### src/logic/usc_pkg.sv
// shared constants and carriers for the endpoint stall and setting capture block
package usc_pkg;
	localparam int ADDR_W = 8;
	localparam int DATA_W = 32;
	localparam int NUM_EP = 4;
	localparam int NUM_EVT = 5;
	localparam logic [ADDR_W-1:0] OFF_STALL = 8'h00;
	localparam logic [ADDR_W-1:0] OFF_SETTINGS = 8'h04;
	localparam logic [ADDR_W-1:0] OFF_CTRL = 8'h08;
	localparam logic [ADDR_W-1:0] OFF_STATUS = 8'h0c;
	localparam logic [ADDR_W-1:0] OFF_MASK = 8'h10;
	localparam logic [ADDR_W-1:0] OFF_FLAGS = 8'h14;
	localparam int CTRL_DMA_EN_BIT = 0;
	localparam int CTRL_AUTO_CLR_BIT = 1;
	localparam int EVT_SETUP = 0;
	localparam int EVT_CONFIG = 1;
	localparam int EVT_IFACE = 2;
	localparam int EVT_STALL = 3;
	localparam int EVT_DMA_DONE = 4;
	localparam int CNF_LSB = 6;
	localparam int INT_LSB = 4;
	localparam int RSV_BIT = 3;
	localparam int ALT_LSB = 0;
	localparam logic [NUM_EP-1:0] STALL_RESET = 4'h0;
	localparam logic [7:0] SETTINGS_RESET = 8'h00;
	localparam logic [1:0] CTRL_RESET = 2'h0;
	localparam logic [NUM_EVT-1:0] EVT_RESET = 5'h00;
	localparam logic [1:0] RESP_OKAY = 2'h0;
	localparam logic [1:0] RESP_SLVERR = 2'h2;

	typedef struct packed {
		logic awvalid;
		logic [ADDR_W-1:0] awaddr;
		logic wvalid;
		logic [DATA_W-1:0] wdata;
		logic [3:0] wstrb;
		logic bready;
		logic arvalid;
		logic [ADDR_W-1:0] araddr;
		logic rready;
	} usc_axil_req_type;

	typedef struct packed {
		logic awready;
		logic wready;
		logic bvalid;
		logic [1:0] bresp;
		logic arready;
		logic rvalid;
		logic [DATA_W-1:0] rdata;
		logic [1:0] rresp;
	} usc_axil_rsp_type;

	typedef struct packed {
		logic [1:0] configuration_setting_field;
		logic [1:0] interface_setting_field;
		logic [2:0] alternate_setting_field;
	} usc_setting_type;

	typedef struct packed {
		logic valid;
		logic [1:0] endpoint;
	} usc_token_type;
endpackage

### src/logic/usc_stall_cfg.sv
// endpoint stall control, setting capture and endpoint-1 receive dma request
`timescale 1ns/1ps
module usc_stall_cfg (
	input wire logic clock_i,
	input wire logic rst_n_i,
	input wire usc_pkg::usc_axil_req_type axil_req_i,
	output usc_pkg::usc_axil_rsp_type axil_rsp_o,
	input wire logic setup_received_flag_i,
	input wire logic setup_decoded_i,
	input wire logic configuration_set_flag_i,
	input wire logic interface_set_flag_i,
	input wire usc_pkg::usc_setting_type setting_i,
	input wire usc_pkg::usc_token_type token_i,
	input wire logic ep1_rx_not_empty_i,
	input wire logic ep1_dma_all_read_i,
	output logic [usc_pkg::NUM_EP-1:0] stall_o,
	output logic stall_handshake_o,
	output logic receive_dma_request_line_o,
	output logic ep1_auto_read_o,
	output logic irq_o
);
	function automatic logic hit(input logic [usc_pkg::ADDR_W-1:0] addr,
			input logic [usc_pkg::ADDR_W-1:0] off);
		hit = (addr[usc_pkg::ADDR_W-1:2] == off[usc_pkg::ADDR_W-1:2]);
	endfunction

	// bus slave state
	logic aw_held;
	logic w_held;
	logic [usc_pkg::ADDR_W-1:0] wr_addr;
	logic [usc_pkg::DATA_W-1:0] wr_data;
	logic wr_lane0;
	logic next_aw_held;
	logic next_w_held;
	logic next_bvalid;
	logic next_rvalid;
	logic aw_take;
	logic w_take;
	logic ar_take;
	logic do_write;

	// block state
	logic [usc_pkg::NUM_EP-1:0] stall;
	logic [usc_pkg::NUM_EP-1:0] next_stall;
	logic [7:0] settings;
	logic [7:0] next_settings;
	logic [1:0] ctrl;
	logic [1:0] next_ctrl;
	logic endpoint1_dma_enable_bit;
	logic auto_clear_enable;

	// decode
	logic wr_stall;
	logic wr_ctrl;
	logic wr_mask;
	logic wr_mapped;
	logic rd_status;
	logic rd_mapped;
	logic [7:0] rd_byte;
	logic [usc_pkg::NUM_EP-1:0] stall_wr_val;
	logic [usc_pkg::NUM_EP-1:0] token_hit;
	logic stall_answer;
	logic [usc_pkg::NUM_EP-1:0] auto_clear;
	logic cfg_rise;
	logic ifc_rise;
	logic [usc_pkg::NUM_EVT-1:0] events;
	logic [usc_pkg::NUM_EVT-1:0] evt_status;
	logic [usc_pkg::NUM_EVT-1:0] evt_mask;
	logic dma_done;

	assign aw_take = axil_req_i.awvalid & axil_rsp_o.awready;
	assign w_take = axil_req_i.wvalid & axil_rsp_o.wready;
	assign ar_take = axil_req_i.arvalid & axil_rsp_o.arready;
	assign do_write = aw_held & w_held & ~axil_rsp_o.bvalid;

	assign next_aw_held = do_write ? 1'b0 : (aw_take | aw_held);
	assign next_w_held = do_write ? 1'b0 : (w_take | w_held);
	assign next_bvalid = do_write | (axil_rsp_o.bvalid & ~axil_req_i.bready);
	assign next_rvalid = ar_take | (axil_rsp_o.rvalid & ~axil_req_i.rready);

	assign wr_stall = do_write & wr_lane0 & hit(wr_addr, usc_pkg::OFF_STALL);
	assign wr_ctrl = do_write & wr_lane0 & hit(wr_addr, usc_pkg::OFF_CTRL);
	assign wr_mask = do_write & wr_lane0 & hit(wr_addr, usc_pkg::OFF_MASK);
	// settings, status and flags are read only; writes answer okay and change nothing
	assign wr_mapped = hit(wr_addr, usc_pkg::OFF_STALL) | hit(wr_addr, usc_pkg::OFF_SETTINGS)
		| hit(wr_addr, usc_pkg::OFF_CTRL) | hit(wr_addr, usc_pkg::OFF_STATUS)
		| hit(wr_addr, usc_pkg::OFF_MASK) | hit(wr_addr, usc_pkg::OFF_FLAGS);
	assign rd_mapped = hit(axil_req_i.araddr, usc_pkg::OFF_STALL)
		| hit(axil_req_i.araddr, usc_pkg::OFF_SETTINGS)
		| hit(axil_req_i.araddr, usc_pkg::OFF_CTRL)
		| hit(axil_req_i.araddr, usc_pkg::OFF_STATUS)
		| hit(axil_req_i.araddr, usc_pkg::OFF_MASK)
		| hit(axil_req_i.araddr, usc_pkg::OFF_FLAGS);
	assign rd_status = ar_take & hit(axil_req_i.araddr, usc_pkg::OFF_STATUS);

	assign endpoint1_dma_enable_bit = ctrl[usc_pkg::CTRL_DMA_EN_BIT];
	assign auto_clear_enable = ctrl[usc_pkg::CTRL_AUTO_CLR_BIT];
	assign next_ctrl = wr_ctrl ? wr_data[1:0] : ctrl;

	// read data selection
	assign rd_byte =
		hit(axil_req_i.araddr, usc_pkg::OFF_STALL) ? {4'h0, stall} :
		hit(axil_req_i.araddr, usc_pkg::OFF_SETTINGS) ? settings :
		hit(axil_req_i.araddr, usc_pkg::OFF_CTRL) ? {6'h00, ctrl} :
		hit(axil_req_i.araddr, usc_pkg::OFF_STATUS) ? {3'h0, evt_status} :
		hit(axil_req_i.araddr, usc_pkg::OFF_MASK) ? {3'h0, evt_mask} :
		hit(axil_req_i.araddr, usc_pkg::OFF_FLAGS) ? {7'h00, setup_received_flag_i} :
		8'h00;

	// stall answer for the addressed endpoint
	assign token_hit = token_i.valid ? (4'h1 << token_i.endpoint) : 4'h0;
	assign stall_answer = |(token_hit & stall);

	// endpoint 0: software write, setup lockout, auto clear on decoded setup
	assign stall_wr_val[0] = (setup_received_flag_i & wr_data[0]) ? stall[0] : wr_data[0];
	assign auto_clear[0] = setup_decoded_i;
	assign next_stall[0] = auto_clear[0] ? 1'b0 : (wr_stall ? stall_wr_val[0] : stall[0]);

	// endpoints 1 to 3 hold until written or auto cleared after a stall answer
	genvar g;
	generate
		for (g = 1; g < usc_pkg::NUM_EP; g++) begin : gen_ep
			assign stall_wr_val[g] = wr_data[g];
			assign auto_clear[g] = auto_clear_enable & token_hit[g] & stall[g];
			assign next_stall[g] = wr_stall ? stall_wr_val[g] : (stall[g] & ~auto_clear[g]);
		end
	endgenerate

	// setting capture on flag rise
	usc_rise #(
		.W(2)
	) u_rise (
		.clock_i(clock_i),
		.rst_n_i(rst_n_i),
		.level_i({configuration_set_flag_i, interface_set_flag_i}),
		.rise_o({cfg_rise, ifc_rise})
	);

	always_comb begin
		next_settings = settings;
		if (cfg_rise) begin
			next_settings[usc_pkg::CNF_LSB+:2] = setting_i.configuration_setting_field;
		end
		if (ifc_rise) begin
			next_settings[usc_pkg::INT_LSB+:2] = setting_i.interface_setting_field;
			next_settings[usc_pkg::ALT_LSB+:3] = setting_i.alternate_setting_field;
		end
		next_settings[usc_pkg::RSV_BIT] = 1'b0;
	end

	// completion of endpoint-1 dma read
	assign dma_done = endpoint1_dma_enable_bit & ep1_dma_all_read_i;

	assign events[usc_pkg::EVT_SETUP] = setup_decoded_i;
	assign events[usc_pkg::EVT_CONFIG] = cfg_rise;
	assign events[usc_pkg::EVT_IFACE] = ifc_rise;
	assign events[usc_pkg::EVT_STALL] = stall_answer;
	assign events[usc_pkg::EVT_DMA_DONE] = dma_done;

	usc_irq u_irq (
		.clock_i(clock_i),
		.rst_n_i(rst_n_i),
		.event_i(events),
		.read_clear_i(rd_status),
		.mask_write_i(wr_mask),
		.mask_data_i(wr_data[usc_pkg::NUM_EVT-1:0]),
		.status_o(evt_status),
		.mask_o(evt_mask),
		.irq_o(irq_o)
	);

	// bus slave registers
	always_ff @(posedge clock_i or negedge rst_n_i) begin
		if (!rst_n_i) begin
			aw_held <= 1'b0;
			w_held <= 1'b0;
			wr_addr <= '0;
			wr_data <= '0;
			wr_lane0 <= 1'b0;
		end else begin
			aw_held <= next_aw_held;
			w_held <= next_w_held;
			if (aw_take) begin
				wr_addr <= axil_req_i.awaddr;
			end
			if (w_take) begin
				wr_data <= axil_req_i.wdata;
				wr_lane0 <= axil_req_i.wstrb[0];
			end
		end
	end

	always_ff @(posedge clock_i or negedge rst_n_i) begin
		if (!rst_n_i) begin
			axil_rsp_o <= '0;
		end else begin
			axil_rsp_o.awready <= ~next_aw_held & ~next_bvalid;
			axil_rsp_o.wready <= ~next_w_held & ~next_bvalid;
			axil_rsp_o.bvalid <= next_bvalid;
			if (do_write) begin
				axil_rsp_o.bresp <= wr_mapped ? usc_pkg::RESP_OKAY : usc_pkg::RESP_SLVERR;
			end
			axil_rsp_o.arready <= ~next_rvalid;
			axil_rsp_o.rvalid <= next_rvalid;
			if (ar_take) begin
				axil_rsp_o.rdata <= {24'h000000, rd_byte};
				axil_rsp_o.rresp <= rd_mapped ? usc_pkg::RESP_OKAY : usc_pkg::RESP_SLVERR;
			end
		end
	end

	// block registers
	always_ff @(posedge clock_i or negedge rst_n_i) begin
		if (!rst_n_i) begin
			stall <= usc_pkg::STALL_RESET;
			settings <= usc_pkg::SETTINGS_RESET;
			ctrl <= usc_pkg::CTRL_RESET;
		end else begin
			stall <= next_stall;
			settings <= next_settings;
			ctrl <= next_ctrl;
		end
	end

	// outputs
	always_ff @(posedge clock_i or negedge rst_n_i) begin
		if (!rst_n_i) begin
			stall_o <= usc_pkg::STALL_RESET;
			stall_handshake_o <= 1'b0;
			receive_dma_request_line_o <= 1'b0;
			ep1_auto_read_o <= 1'b0;
		end else begin
			stall_o <= next_stall;
			stall_handshake_o <= stall_answer;
			receive_dma_request_line_o <= endpoint1_dma_enable_bit & ep1_rx_not_empty_i;
			ep1_auto_read_o <= dma_done;
		end
	end
endmodule

### src/logic/usc_rise.sv
// rising edge detector for a group of level flags
`timescale 1ns/1ps
module usc_rise #(
	parameter int W = 1
) (
	input wire logic clock_i,
	input wire logic rst_n_i,
	input wire logic [W-1:0] level_i,
	output logic [W-1:0] rise_o
);
	logic [W-1:0] level_prev;

	assign rise_o = level_i & ~level_prev;

	always_ff @(posedge clock_i or negedge rst_n_i) begin
		if (!rst_n_i) begin
			level_prev <= '0;
		end else begin
			level_prev <= level_i;
		end
	end
endmodule

### src/logic/usc_irq.sv
// sticky event status with read clear, mask and level interrupt
`timescale 1ns/1ps
module usc_irq (
	input wire logic clock_i,
	input wire logic rst_n_i,
	input wire logic [usc_pkg::NUM_EVT-1:0] event_i,
	input wire logic read_clear_i,
	input wire logic mask_write_i,
	input wire logic [usc_pkg::NUM_EVT-1:0] mask_data_i,
	output logic [usc_pkg::NUM_EVT-1:0] status_o,
	output logic [usc_pkg::NUM_EVT-1:0] mask_o,
	output logic irq_o
);
	logic [usc_pkg::NUM_EVT-1:0] next_status;
	logic [usc_pkg::NUM_EVT-1:0] next_mask;

	// a new event in the clearing cycle survives
	assign next_status = (read_clear_i ? '0 : status_o) | event_i;
	assign next_mask = mask_write_i ? mask_data_i : mask_o;

	always_ff @(posedge clock_i or negedge rst_n_i) begin
		if (!rst_n_i) begin
			status_o <= usc_pkg::EVT_RESET;
			mask_o <= usc_pkg::EVT_RESET;
			irq_o <= 1'b0;
		end else begin
			status_o <= next_status;
			mask_o <= next_mask;
			irq_o <= |(next_status & next_mask);
		end
	end
endmodule

### config.mk
export PLATFORM = sky130hd
export DESIGN_NAME = usc_stall_cfg
export DESIGN_NICKNAME = d
export VERILOG_FILES = /design/src/logic/usc_pkg.sv /design/src/logic/usc_stall_cfg.sv /design/src/logic/usc_rise.sv /design/src/logic/usc_irq.sv
export SDC_FILE = /design/constraint.sdc
export NUM_CORES = 1
export LEC_CHECK = 0
export BUFFER_PORTS_ARGS = -buffer_cell sky130_fd_sc_hd__buf_2
export CAP_MARGIN = 15
export CELL_PAD_IN_SITES_DETAIL_PLACEMENT = 1
export CELL_PAD_IN_SITES_GLOBAL_PLACEMENT = 2
export CORE_ASPECT_RATIO = 0.7
export CORE_MARGIN = 3
export CORE_UTILIZATION = 28
export DETAILED_ROUTE_END_ITERATION = 8
export HOLD_SLACK_MARGIN = 0.08
export PLACE_DENSITY_LB_ADDON = 0.1
export SYNTH_ARGS = -nofsm -noshare
export SYNTH_HDL_FRONTEND = slang
export SYNTH_SLANG_ARGS = --single-unit
### constraint.sdc
create_clock -name clock_i -period 2.1 [get_ports clock_i]
set_input_delay 0.42 -clock clock_i [delete_from_list [all_inputs] [get_ports clock_i]]
set_output_delay 0.42 -clock clock_i [all_outputs]
set_load 0.05 [all_outputs]
==> results of run 1 <==
[registers in the layout, indices dropped and copies added, names as in the netlist]
signal                      flops
settings                        7
wr_lane0                        1
ctrl                            2
u_irq.irq_o                     1
wr_data                         5
w_held                          1
u_rise.level_prev               2
axil_rsp_o                     15
wr_addr                         6
u_irq.status_o                  5
stall_o                         4
stall_handshake_o               1
aw_held                         1
u_irq.mask_o                    5
ep1_auto_read_o                 1
receive_dma_request_line_o      1
[per-stage QoR]
step | util (%) | cells | power, mW | area [sq um] | hold slack [ps]
final | 36.9 | 434 | 4.19 | 3370 | 85.5
after detailed placement | 33.9 | 419 | 2.90 | 3100 | 454
after global placement | 33.9 | 419 | 2.89 | 3100 | 455
after global routing | 36.9 | 434 | 4.47 | 3370 | 102
after CTS | 36.9 | 434 | 4.28 | 3370 | 105
after floorplan | - | 250 | 2.55 | 2750 | 124
[where the power goes]
part / switching, mW / internal [mW]
Combinational: 0.781 / 0.435
Clock: 0.479 / 0.847
Sequential: 0.223 / 1.43
Total: 1.48 / 2.71
[worst max-delay path, cell delays in order (launching register included)]
cell,delay (ps)
dfrtp_1,390
and3b_1,270
nand4_2,190
mux2_1,380
a222oi_1,460
nand2_1,110
[cells in the mapped netlist (3+ instances only)]
master	instances
dfrtp_1	58
buf_4	28
mux2_2	25
nand2_1	22
nor2_1	11
o21ai_0	9
nor2b_1	7
a21o_1	6
a21oi_1	5
inv_1	5
nand3_1	5
and2_1	4
o21ai_1	4
a31oi_1	3
mux2i_1	3
[final cells by class]
type	instances	share of cell area, %
Multi-Input combinational cell	155	30.9
Clock inverter	3	0.445
Timing Repair Buffer	77	12.8
Tap cell	124	4.60
Sequential cell	58	43.0
Clock buffer	12	7.60
Inverter	5	0.556
[per-layer routing]
layer  wire length, microns  share of wire (%)
met1                   3360                 52
met2                   2610                 40
met3                    426                6.5
met4                    128                2.0
met5                      0                  0
[logic make-up after synthesis]
family          Yosys count  share of synthesized area (%)
simple gates             63                           13.3
compound gates           34                           8.04
mux                      32                           14.3
flops                    58                           54.6
other cells               1                          0.141
buf+inv                  37                           9.74
[path summary, 6_finish.rpt]
| check | slack (ps) | endpoint | startpoint |
|---|---|---|---|
| setup / recovery | 160 | u_irq.irq_o$_DFF_PN0_ | axil_rsp_o[38]$_DFF_PN0_ |
| hold / removal | 90 | axil_rsp_o[34]$_DFF_PN0_ | rst_n_i |
| setup reg to reg | 160 | u_irq.irq_o$_DFF_PN0_ | axil_rsp_o[38]$_DFF_PN0_ |
| hold reg to reg | 480 | axil_rsp_o[9]$_DFFE_PN0N_ | axil_rsp_o[9]$_DFFE_PN0N_ |
| max in group asynchronous | 1730 | u_irq.irq_o$_DFF_PN0_ | rst_n_i |
| min in group clock_i | 210 | u_rise.level_prev[1]$_DFF_PN0_ | configuration_set_flag_i |
==> flow_summary.yaml, run 1 <==
synthesis:
  synth_edf_count: 0
  synth_cell_type_count: 36
  synthArstFlopShare_pct: 100
  yosys_most_used_dff: "dfrtp_1"
  syn_area_sq_um: 2660
  ys_ff_latch: 58
  synth_warnings: 0
  syn_area_per_cell_sq_um: 11.8
  synthCells: 225
  yosys.area.top_type: "dfrtp_1"
  netlist.area_leader.share_pct: 54.6
  seq_area_frac_synth_pct: 54.6
  synthTopCellsByArea: "dfrtp_1 (55%), mux2_2 (11%), buf_4 (7.9%), nand2_1 (3.1%), o21ai_0 (1.7%)"
timing:
  setup_viol: 0
  tns_ps: 0
  slew_violations: 0
  worst_pin_slew_ps: 732
  rsz0062_at_grt: "false"
  fin_ws_ps: 164
  fmax_mhz: 517
  relSlewSlack_pct: 51.1
  period_needed_ps: 1940
  hold_viol_final: 0
  skew_ps: 7.33
  fin_crit_sh_pct: 92.2
layout:
  multiInputGateArea_sq_um: 1040
  layout_common_cells: "buf_2 (63), dfrtp_1 (58), conb_1 (26), mux2_2 (25), nand2_1 (22)"
  diodes: 0
  layout_commonest_cell: "buf_2"
  syn2layout_area_growth_pct: 26.8
  fillers: 1030
  drive_above_1_share_pct: 40.3
  seqCellArea_sq_um: 1450
  layout.nets: 381
critical_path:
  rr_worst_depth: 5
  cp_max_fo: 4
  cp_data_arrival_time_ps: 2130
  end_kind: "flip-flop"
  required_ps: 2290
  critPathKind: "reg -> reg"
  cp-start-kind: "flip-flop"
die:
  design.core.area_sq_um: 9140
  initial_utilization_pct: 29.1
  chipWidth_microns: 122
  num_rows: 29
  num_io_pins: 124
  die_y_microns: 87.6
  die_area_sq_um: 10700
pwr:
  p_leak_nw: 1.63
  powerDensity_nw_per_um2: 1240
  peakVddDrop_uv: 362
clocking:
  h-tree-depth: 3
  root_buffer: "clkbuf_16"
  cts_buffer_depth: 2
  clkSinkCount: 58
  post_cts_buffers: 0
  clock_latency_ps: 330
  cts_tree: "yes"
  cts-buffers-inserted: 9
  cts_resized: 0
  cts.clk_slew.worst_paths_ps: 50
  cts_hold_buf: 0
grt:
  use_met2_pct: 17.3
  antenna_found_initial: 0
  grt_pass1_wl_microns: 10500
  use_met1_pct: 19.7
  grt.overflow.total: 0
  busiest_layer: "met1"
  grt_pass1_vias: 1934
  grt.met3_usage_pct: 5.04
  grt_usage_pct: 13.4
  grt_start_max_net_pins: 59
route:
  drt_wl_total_microns: 6530
  drtIter0Drc: 90
  vias_per_cell: 4.34
  final_antenna_net_count: 0
  avgRoutedWirePerCell_microns: 15.0
  drc: 0
  vias: 1883
  firstDrtPassIters: 4
place:
  routabilityCongestion: 0.695
  port-buffer-count: 63
  dp_hpwl_microns: 4940
  place_worst_setup_slack_ps: 93.5
outcome:
  status: "finished clean"
min_path:
  hp-class: "in -> async"
job:
  drv_cap: 0
Note: power is estimated with default switching activity, not from simulation.
==> inputs of run 2 (changes only) <==
--- a/config.mk
+++ b/config.mk
@@ -11,9 +11,8 @@
 export CELL_PAD_IN_SITES_GLOBAL_PLACEMENT = 2
 export CORE_ASPECT_RATIO = 0.7
 export CORE_MARGIN = 3
-export CORE_UTILIZATION = 28
+export CORE_UTILIZATION = 25
 export DETAILED_ROUTE_END_ITERATION = 8
-export HOLD_SLACK_MARGIN = 0.08
 export PLACE_DENSITY_LB_ADDON = 0.1
 export SYNTH_ARGS = -nofsm -noshare
 export SYNTH_HDL_FRONTEND = slang
==> constraint.sdc (replaced) <==
create_clock -name clock_i -period 1.6 [get_ports clock_i]
set_input_delay 0.32 -clock clock_i [delete_from_list [all_inputs] [get_ports clock_i]]
set_output_delay 0.32 -clock clock_i [all_outputs]
set_load 0.05 [all_outputs]
==> run 2 against run 1 <==
Net effect: the flow now finishes with violations (setup timing); clock skew is 3.2 ps lower; sequential power increased by 30%; via count rose by 2.9%; combinational power grew 55%; design area is 5.6% higher; routed wire length up 7.9%; global-route usage shrank 0.80 points; cell count rose by 3.9%; maximum frequency increased by 11%; first-iteration DRC count shrank 31%; non-clock buffer count up 12; critical path type unchanged; largest power group unchanged.
==> flow_summary.yaml, run 2 (synthesis gave the netlist of run 1 again) <==
pwr:
  p_leak_nw: 1.71
  total_power_mw: 5.87
  powerDensity_nw_per_um2: 1650
  peakVddDrop_uv: 504
layout:
  instances_no_fill: 451
  largestRegisters: "axil_rsp_o (15), settings (7), wr_addr (6)"
  layout_common_cells: "buf_2 (63), dfrtp_1 (53), conb_1 (26), mux2_2 (25), buf_4 (23)"
  layout_commonest_cell: "buf_2"
  diodes: 0
  fin_area_sq_um: 3560
  layout.nets: 393
  syn2layout_area_growth_pct: 33.9
  fillers: 1133
  largest_reg_flops: 15
  top_register: "axil_rsp_o"
  drive_above_1_share_pct: 46.1
die:
  initial_utilization_pct: 26.5
  num_io_pins: 124
  die_area_sq_um: 11900
  num_rows: 30
  design.core.area_sq_um: 10000
  chipWidth_microns: 129
  die_y_microns: 92.3
critical_path:
  cp_max_fo: 5
  cp-start-kind: "flip-flop"
  crit_chain: "and3b_2 > nand4_4 > mux2_4 > a222oi_1 > nand2_1"
  end_kind: "flip-flop"
  critPathMaxStageDelay_ps: 400
  cp_data_arrival_time_ps: 1940
  critPathKind: "reg -> reg"
  crit_slowest_cell: "dfrtp_2"
  required_ps: 1800
clocking:
  root_buffer: "clkbuf_16"
  cts-buffers-inserted: 9
  cts_tree: "yes"
  cts_buffer_depth: 2
  cts.clk_slew.worst_paths_ps: 50
  clkSinkCount: 58
  clock_latency_ps: 330
  h-tree-depth: 3
timing:
  fin_crit_sh_pct: 109
  relSlewSlack_pct: 51.3
  slew_violations: 0
  setup_viol: 1
  hold_viol_final: 0
  fmax_mhz: 574
  period_needed_ps: 1740
  whs_ps: 106
  skew_ps: 4.16
  fin_ws_ps: -142
  rsz0062_at_grt: "true"
  worst_pin_slew_ps: 729
route:
  drtIter0Drc: 62
  final_antenna_net_count: 0
  vias_per_cell: 4.29
  drc: 0
  firstDrtPassIters: 6
  avgRoutedWirePerCell_microns: 15.6
  vias: 1937
  drt_wl_total_microns: 7040
grt:
  grt_pass1_vias: 2024
  grt_start_max_net_pins: 59
  grt_pass1_wl_microns: 11100
  grt_usage_pct: 12.6
  grt.overflow.total: 0
  antenna_found_initial: 0
place:
  routabilityCongestion: 0.686
  place_inst: 434
  port-buffer-count: 63
  placed_area_sq_um: 3230
  dp_hpwl_microns: 5350
outcome:
  violations: "setup timing"
  status: "finished with violations"
min_path:
  hp-class: "in -> reg"
job:
  drv_cap: 0
## run 2: changes by cell type in the layout (fill, tap and decap cells not counted), sizes merged
| cell | delta |
|---|---|
| buf | +11 |
| clkbuf | +2 |
| clkinv | -1 |
| dlygate4sd3 | +1 |
## run 2: final timing paths
kind | start | endpoint | slack [ps] | depth (start not counted)
min in group asynchronous | rst_n_i | u_irq.irq_o$_DFF_PN0_ | 520 | 3
max | axil_rsp_o[38]$_DFF_PN0_ | u_irq.irq_o$_DFF_PN0_ | -140 | 5
min reg2reg | axil_rsp_o[6]$_DFFE_PN0N_ | axil_rsp_o[6]$_DFFE_PN0N_ | 490 | 2
min | configuration_set_flag_i | u_rise.level_prev[1]$_DFF_PN0_ | 110 | 1
max reg2reg | axil_rsp_o[38]$_DFF_PN0_ | u_irq.irq_o$_DFF_PN0_ | -140 | 5
max in group asynchronous | rst_n_i | stall_o[1]$_DFF_PN0_ | 780 | 3
## run 2: what timing repair did
action                     CTS  global route
hold buffers                 1             0
pin swaps                    5             4
hold endpoints to repair     5             0
resized for setup            6             4
setup buffers                1             1
setup endpoints to repair    4             3
## run 2: report_power, final
group          switching, mW  leakage [nW]  internal, mW  total, mW
logic                   1.17         0.872         0.717       1.89
clock network          0.662         0.143          1.17       1.83
registers              0.269         0.695          1.88       2.15
## run 2: area by class of cell
class                   count  area, sq um  area share (%)
clock inverters             2         10.0           0.281
clock buffers              14          274            7.69
inverters                   5         18.8           0.527
flip-flops and latches     58         1460            40.9
multi-input cells         155         1100            31.0
repair buffers             89          538            15.1
well taps                 128          160            4.50
## run 2: metrics by stage
step           TNS [ps]  setup slack [ps]  utilization (%)
2_1_floorplan      -207              -207                -
4_1_cts            -172              -172             35.4
3_5_place_dp       -459              -253             32.2
5_1_grt            -237              -237             35.5
3_3_place_gp       -414              -245             32.2
6_report           -142              -142             35.5
## run 2: critical path: cells and delay by family (launching register included)
kind | cells | cell delay [ps]
flip-flops | 1 | 400
AO/OA/AOI/OAI | 1 | 300
multiplexers | 1 | 350
AND/OR/NAND/NOR | 3 | 550
## run 2: per-layer routing
layer | vias to the layer above | track usage, % | wire [microns]
li1 | 921 | - | -
met1 | 943 | 18.4 | 3650
met2 | 65 | 16.7 | 2850
met3 | 8 | 4.78 | 444
met4 | 0 | 4.72 | 104
met5 | - | 0 | 0
==> inputs of run 3 (changes only) <==
--- a/config.mk
+++ b/config.mk
@@ -16,4 +16,5 @@
 export PLACE_DENSITY_LB_ADDON = 0.1
 export SYNTH_ARGS = -nofsm -noshare
 export SYNTH_HDL_FRONTEND = slang
+export SYNTH_HIERARCHICAL = 1
 export SYNTH_SLANG_ARGS = --single-unit
==> run 3 against run 2 <==
Net effect: the run ends with hold timing, setup timing left; register-to-register slack worse by 800 ps; clock-buffer cell count fell by 2; routed wire length increased by 2.4%; sequential cell count did not move; critical endpoint is now u_irq/irq_o$_DFF_PN0_; largest power group unchanged.
==> flow_summary.yaml, run 3 <==
critical_path:
  crit_slowest_cell: "or3_4"
  cp_max_fo: 4
  path_buf_inv: 0
  cp-start-kind: "flip-flop"
  critPathMaxStageDelay_ps: 390
  end_kind: "flip-flop"
  critical_path_depth: 7
  cp_data_arrival_time_ps: 2750
  critPathKind: "reg -> reg"
  rr_worst_depth: 7
  required_ps: 1810
  path_delay_family: "simple AND/OR/NAND/NOR gates"
  crit_chain: "or3_4 > or3_4 > nor3b_4 > mux2_4 > o21a_1 > a221o_1 > a221o_1"
layout:
  largest_reg_flops: 15
  diodes: 0
  largestRegisters: "axil_rsp_o (15), settings (7), wr_addr (6)"
  fin_area_sq_um: 3660
  layout.nets: 401
  syn2layout_area_growth_pct: 37.7
  fin_util_pct: 36.5
  top_register: "axil_rsp_o"
  drive_above_1_share_pct: 47.3
  fillers: 1114
  layout_common_cells: "buf_2 (63), dfrtp_1 (56), buf_4 (30), conb_1 (26), mux2_2 (22)"
  layout_commonest_cell: "buf_2"
route:
  drt_wl_total_microns: 7210
  avgRoutedWirePerCell_microns: 15.7
  firstDrtPassIters: 4
  drtIter0Drc: 76
  drc: 0
  vias_per_cell: 4.31
  final_antenna_net_count: 0
  vias: 1973
grt:
  grt_pass1_vias: 2021
  grt_pass1_wl_microns: 11200
  grt_usage_pct: 12.8
  grt_start_max_net_pins: 59
  grt.overflow.total: 0
  antenna_found_initial: 0
die:
  num_io_pins: 124
  die_area_sq_um: 11900
  initial_utilization_pct: 26.5
  design.core.area_sq_um: 10000
  chipWidth_microns: 129
  die_y_microns: 92.2
  num_rows: 30
clocking:
  cts_buffer_depth: 2
  h-tree-depth: 3
  clock_latency_ps: 330
  cts.clk_slew.worst_paths_ps: 50
  cts_tree: "yes"
  root_buffer: "clkbuf_16"
  cts-buffers-inserted: 9
  clkSinkCount: 58
  cts_hold_buf: 0
synthesis:
  synth_cell_type_count: 42
  yosysMostFrequentCell: "dfrtp_1"
  yosys.area.top_type: "dfrtp_1"
  syn_area_per_cell_sq_um: 11.9
  netlist.area_leader.share_pct: 54.7
  ys_ff_latch: 58
  synthTopCellsByCount: "dfrtp_1 (58), buf_4 (26), mux2_2 (24)"
  synth_warnings: 6
  synthTopCellsByArea: "dfrtp_1 (55%), mux2_2 (10%), buf_4 (7.4%), mux2_4 (2.3%), o21ai_0 (2.1%)"
  yosys_most_used_dff: "dfrtp_1"
  syn_area_sq_um: 2660
  seq_area_frac_synth_pct: 54.7
  synthArstFlopShare_pct: 100
  synth_edf_count: 0
  synthCells: 223
timing:
  period_needed_ps: 2540
  hold_viol_final: 3
  fin_crit_sh_pct: 159
  setup_viol: 9
  slew_violations: 0
  fmax_mhz: 393
  rsz0062_at_grt: "true"
  tns_ps: -4450
  skew_ps: 4.51
  whs_ps: -10.1
  fin_ws_ps: -944
place:
  place_worst_setup_slack_ps: -964
  port-buffer-count: 63
  routabilityCongestion: 0.724
  placed_area_sq_um: 3290
  dp_hpwl_microns: 5570
pwr:
  p_leak_nw: 1.78
  powerDensity_nw_per_um2: 1620
  peakVddDrop_uv: 479
outcome:
  status: "finished with violations"
  violations: "hold timing, setup timing"
min_path:
  hp-class: "in -> async"
job:
  drv_cap: 0
run 3: repair_timing:
item                       4_1_cts  5_1_grt
resized for setup                8        2
setup endpoints to repair       12       12
setup buffers                    2        2
pin swaps                        5        2
run 3: per-layer routing:
layer | vias to the layer above | wire length (microns) | GRT usage [%]
met5 | - | 0 | 0
met3 | 9 | 468 | 5.76
met4 | 0 | 109 | 4.46
li1 | 941 | - | -
met1 | 959 | 3900 | 19.3
met2 | 64 | 2730 | 15.8
run 3: through the flow:
step	power [mW]	hold WS, ps	instances
5_1_grt	6.27	15.8	458
6_report	5.94	-10.1	458
2_1_floorplan	3.36	24.4	248
4_1_cts	6.03	4.09	456
3_5_place_dp	4.06	361	439
3_3_place_gp	4.03	355	439
run 3: cells by family after synthesis:
family	share of synthesized area [%]
mux	14.0
compound gates	10.2
simple gates	11.6
buf+inv	9.33
other cells	0.141
flops	54.7
run 3: path summary, 6_finish.rpt:
check                                          start                              to  slack [ps]
max in group asynchronous                    rst_n_i        axil_rsp_o[35]$_DFF_PN0_        1320
setup / recovery              wr_addr[5]$_DFFE_PN0P_           u_irq/irq_o$_DFF_PN0_        -940
hold reg to reg            axil_rsp_o[3]$_DFFE_PN0P_       axil_rsp_o[3]$_DFFE_PN0P_         480
hold / removal                               rst_n_i  u_rise/level_prev[1]$_DFF_PN0_         -10
setup reg to reg              wr_addr[5]$_DFFE_PN0P_           u_irq/irq_o$_DFF_PN0_        -940
min in group clock_i            interface_set_flag_i  u_rise/level_prev[0]$_DFF_PN0_         110
run 3: area by class of cell:
class | instances | area, sq um | share of cell area [%]
sequential | 58 | 1450 | 39.8
multi-input combinational | 150 | 1110 | 30.3
timing repair buffer | 98 | 614 | 16.8
clock buffer | 12 | 246 | 6.74
tap | 128 | 160 | 4.38
clock inverter | 3 | 40.0 | 1.09
inverter | 9 | 33.8 | 0.924
run 3: where the power goes:
group / switching, mW / leakage, nW / internal, mW / total [mW]
clock: 0.645 / 0.142 / 1.23 / 1.88
sequential: 0.283 / 0.705 / 1.87 / 2.15
combinational: 1.12 / 0.929 / 0.792 / 1.91
total: 2.05 / 1.78 / 3.90 / 5.94
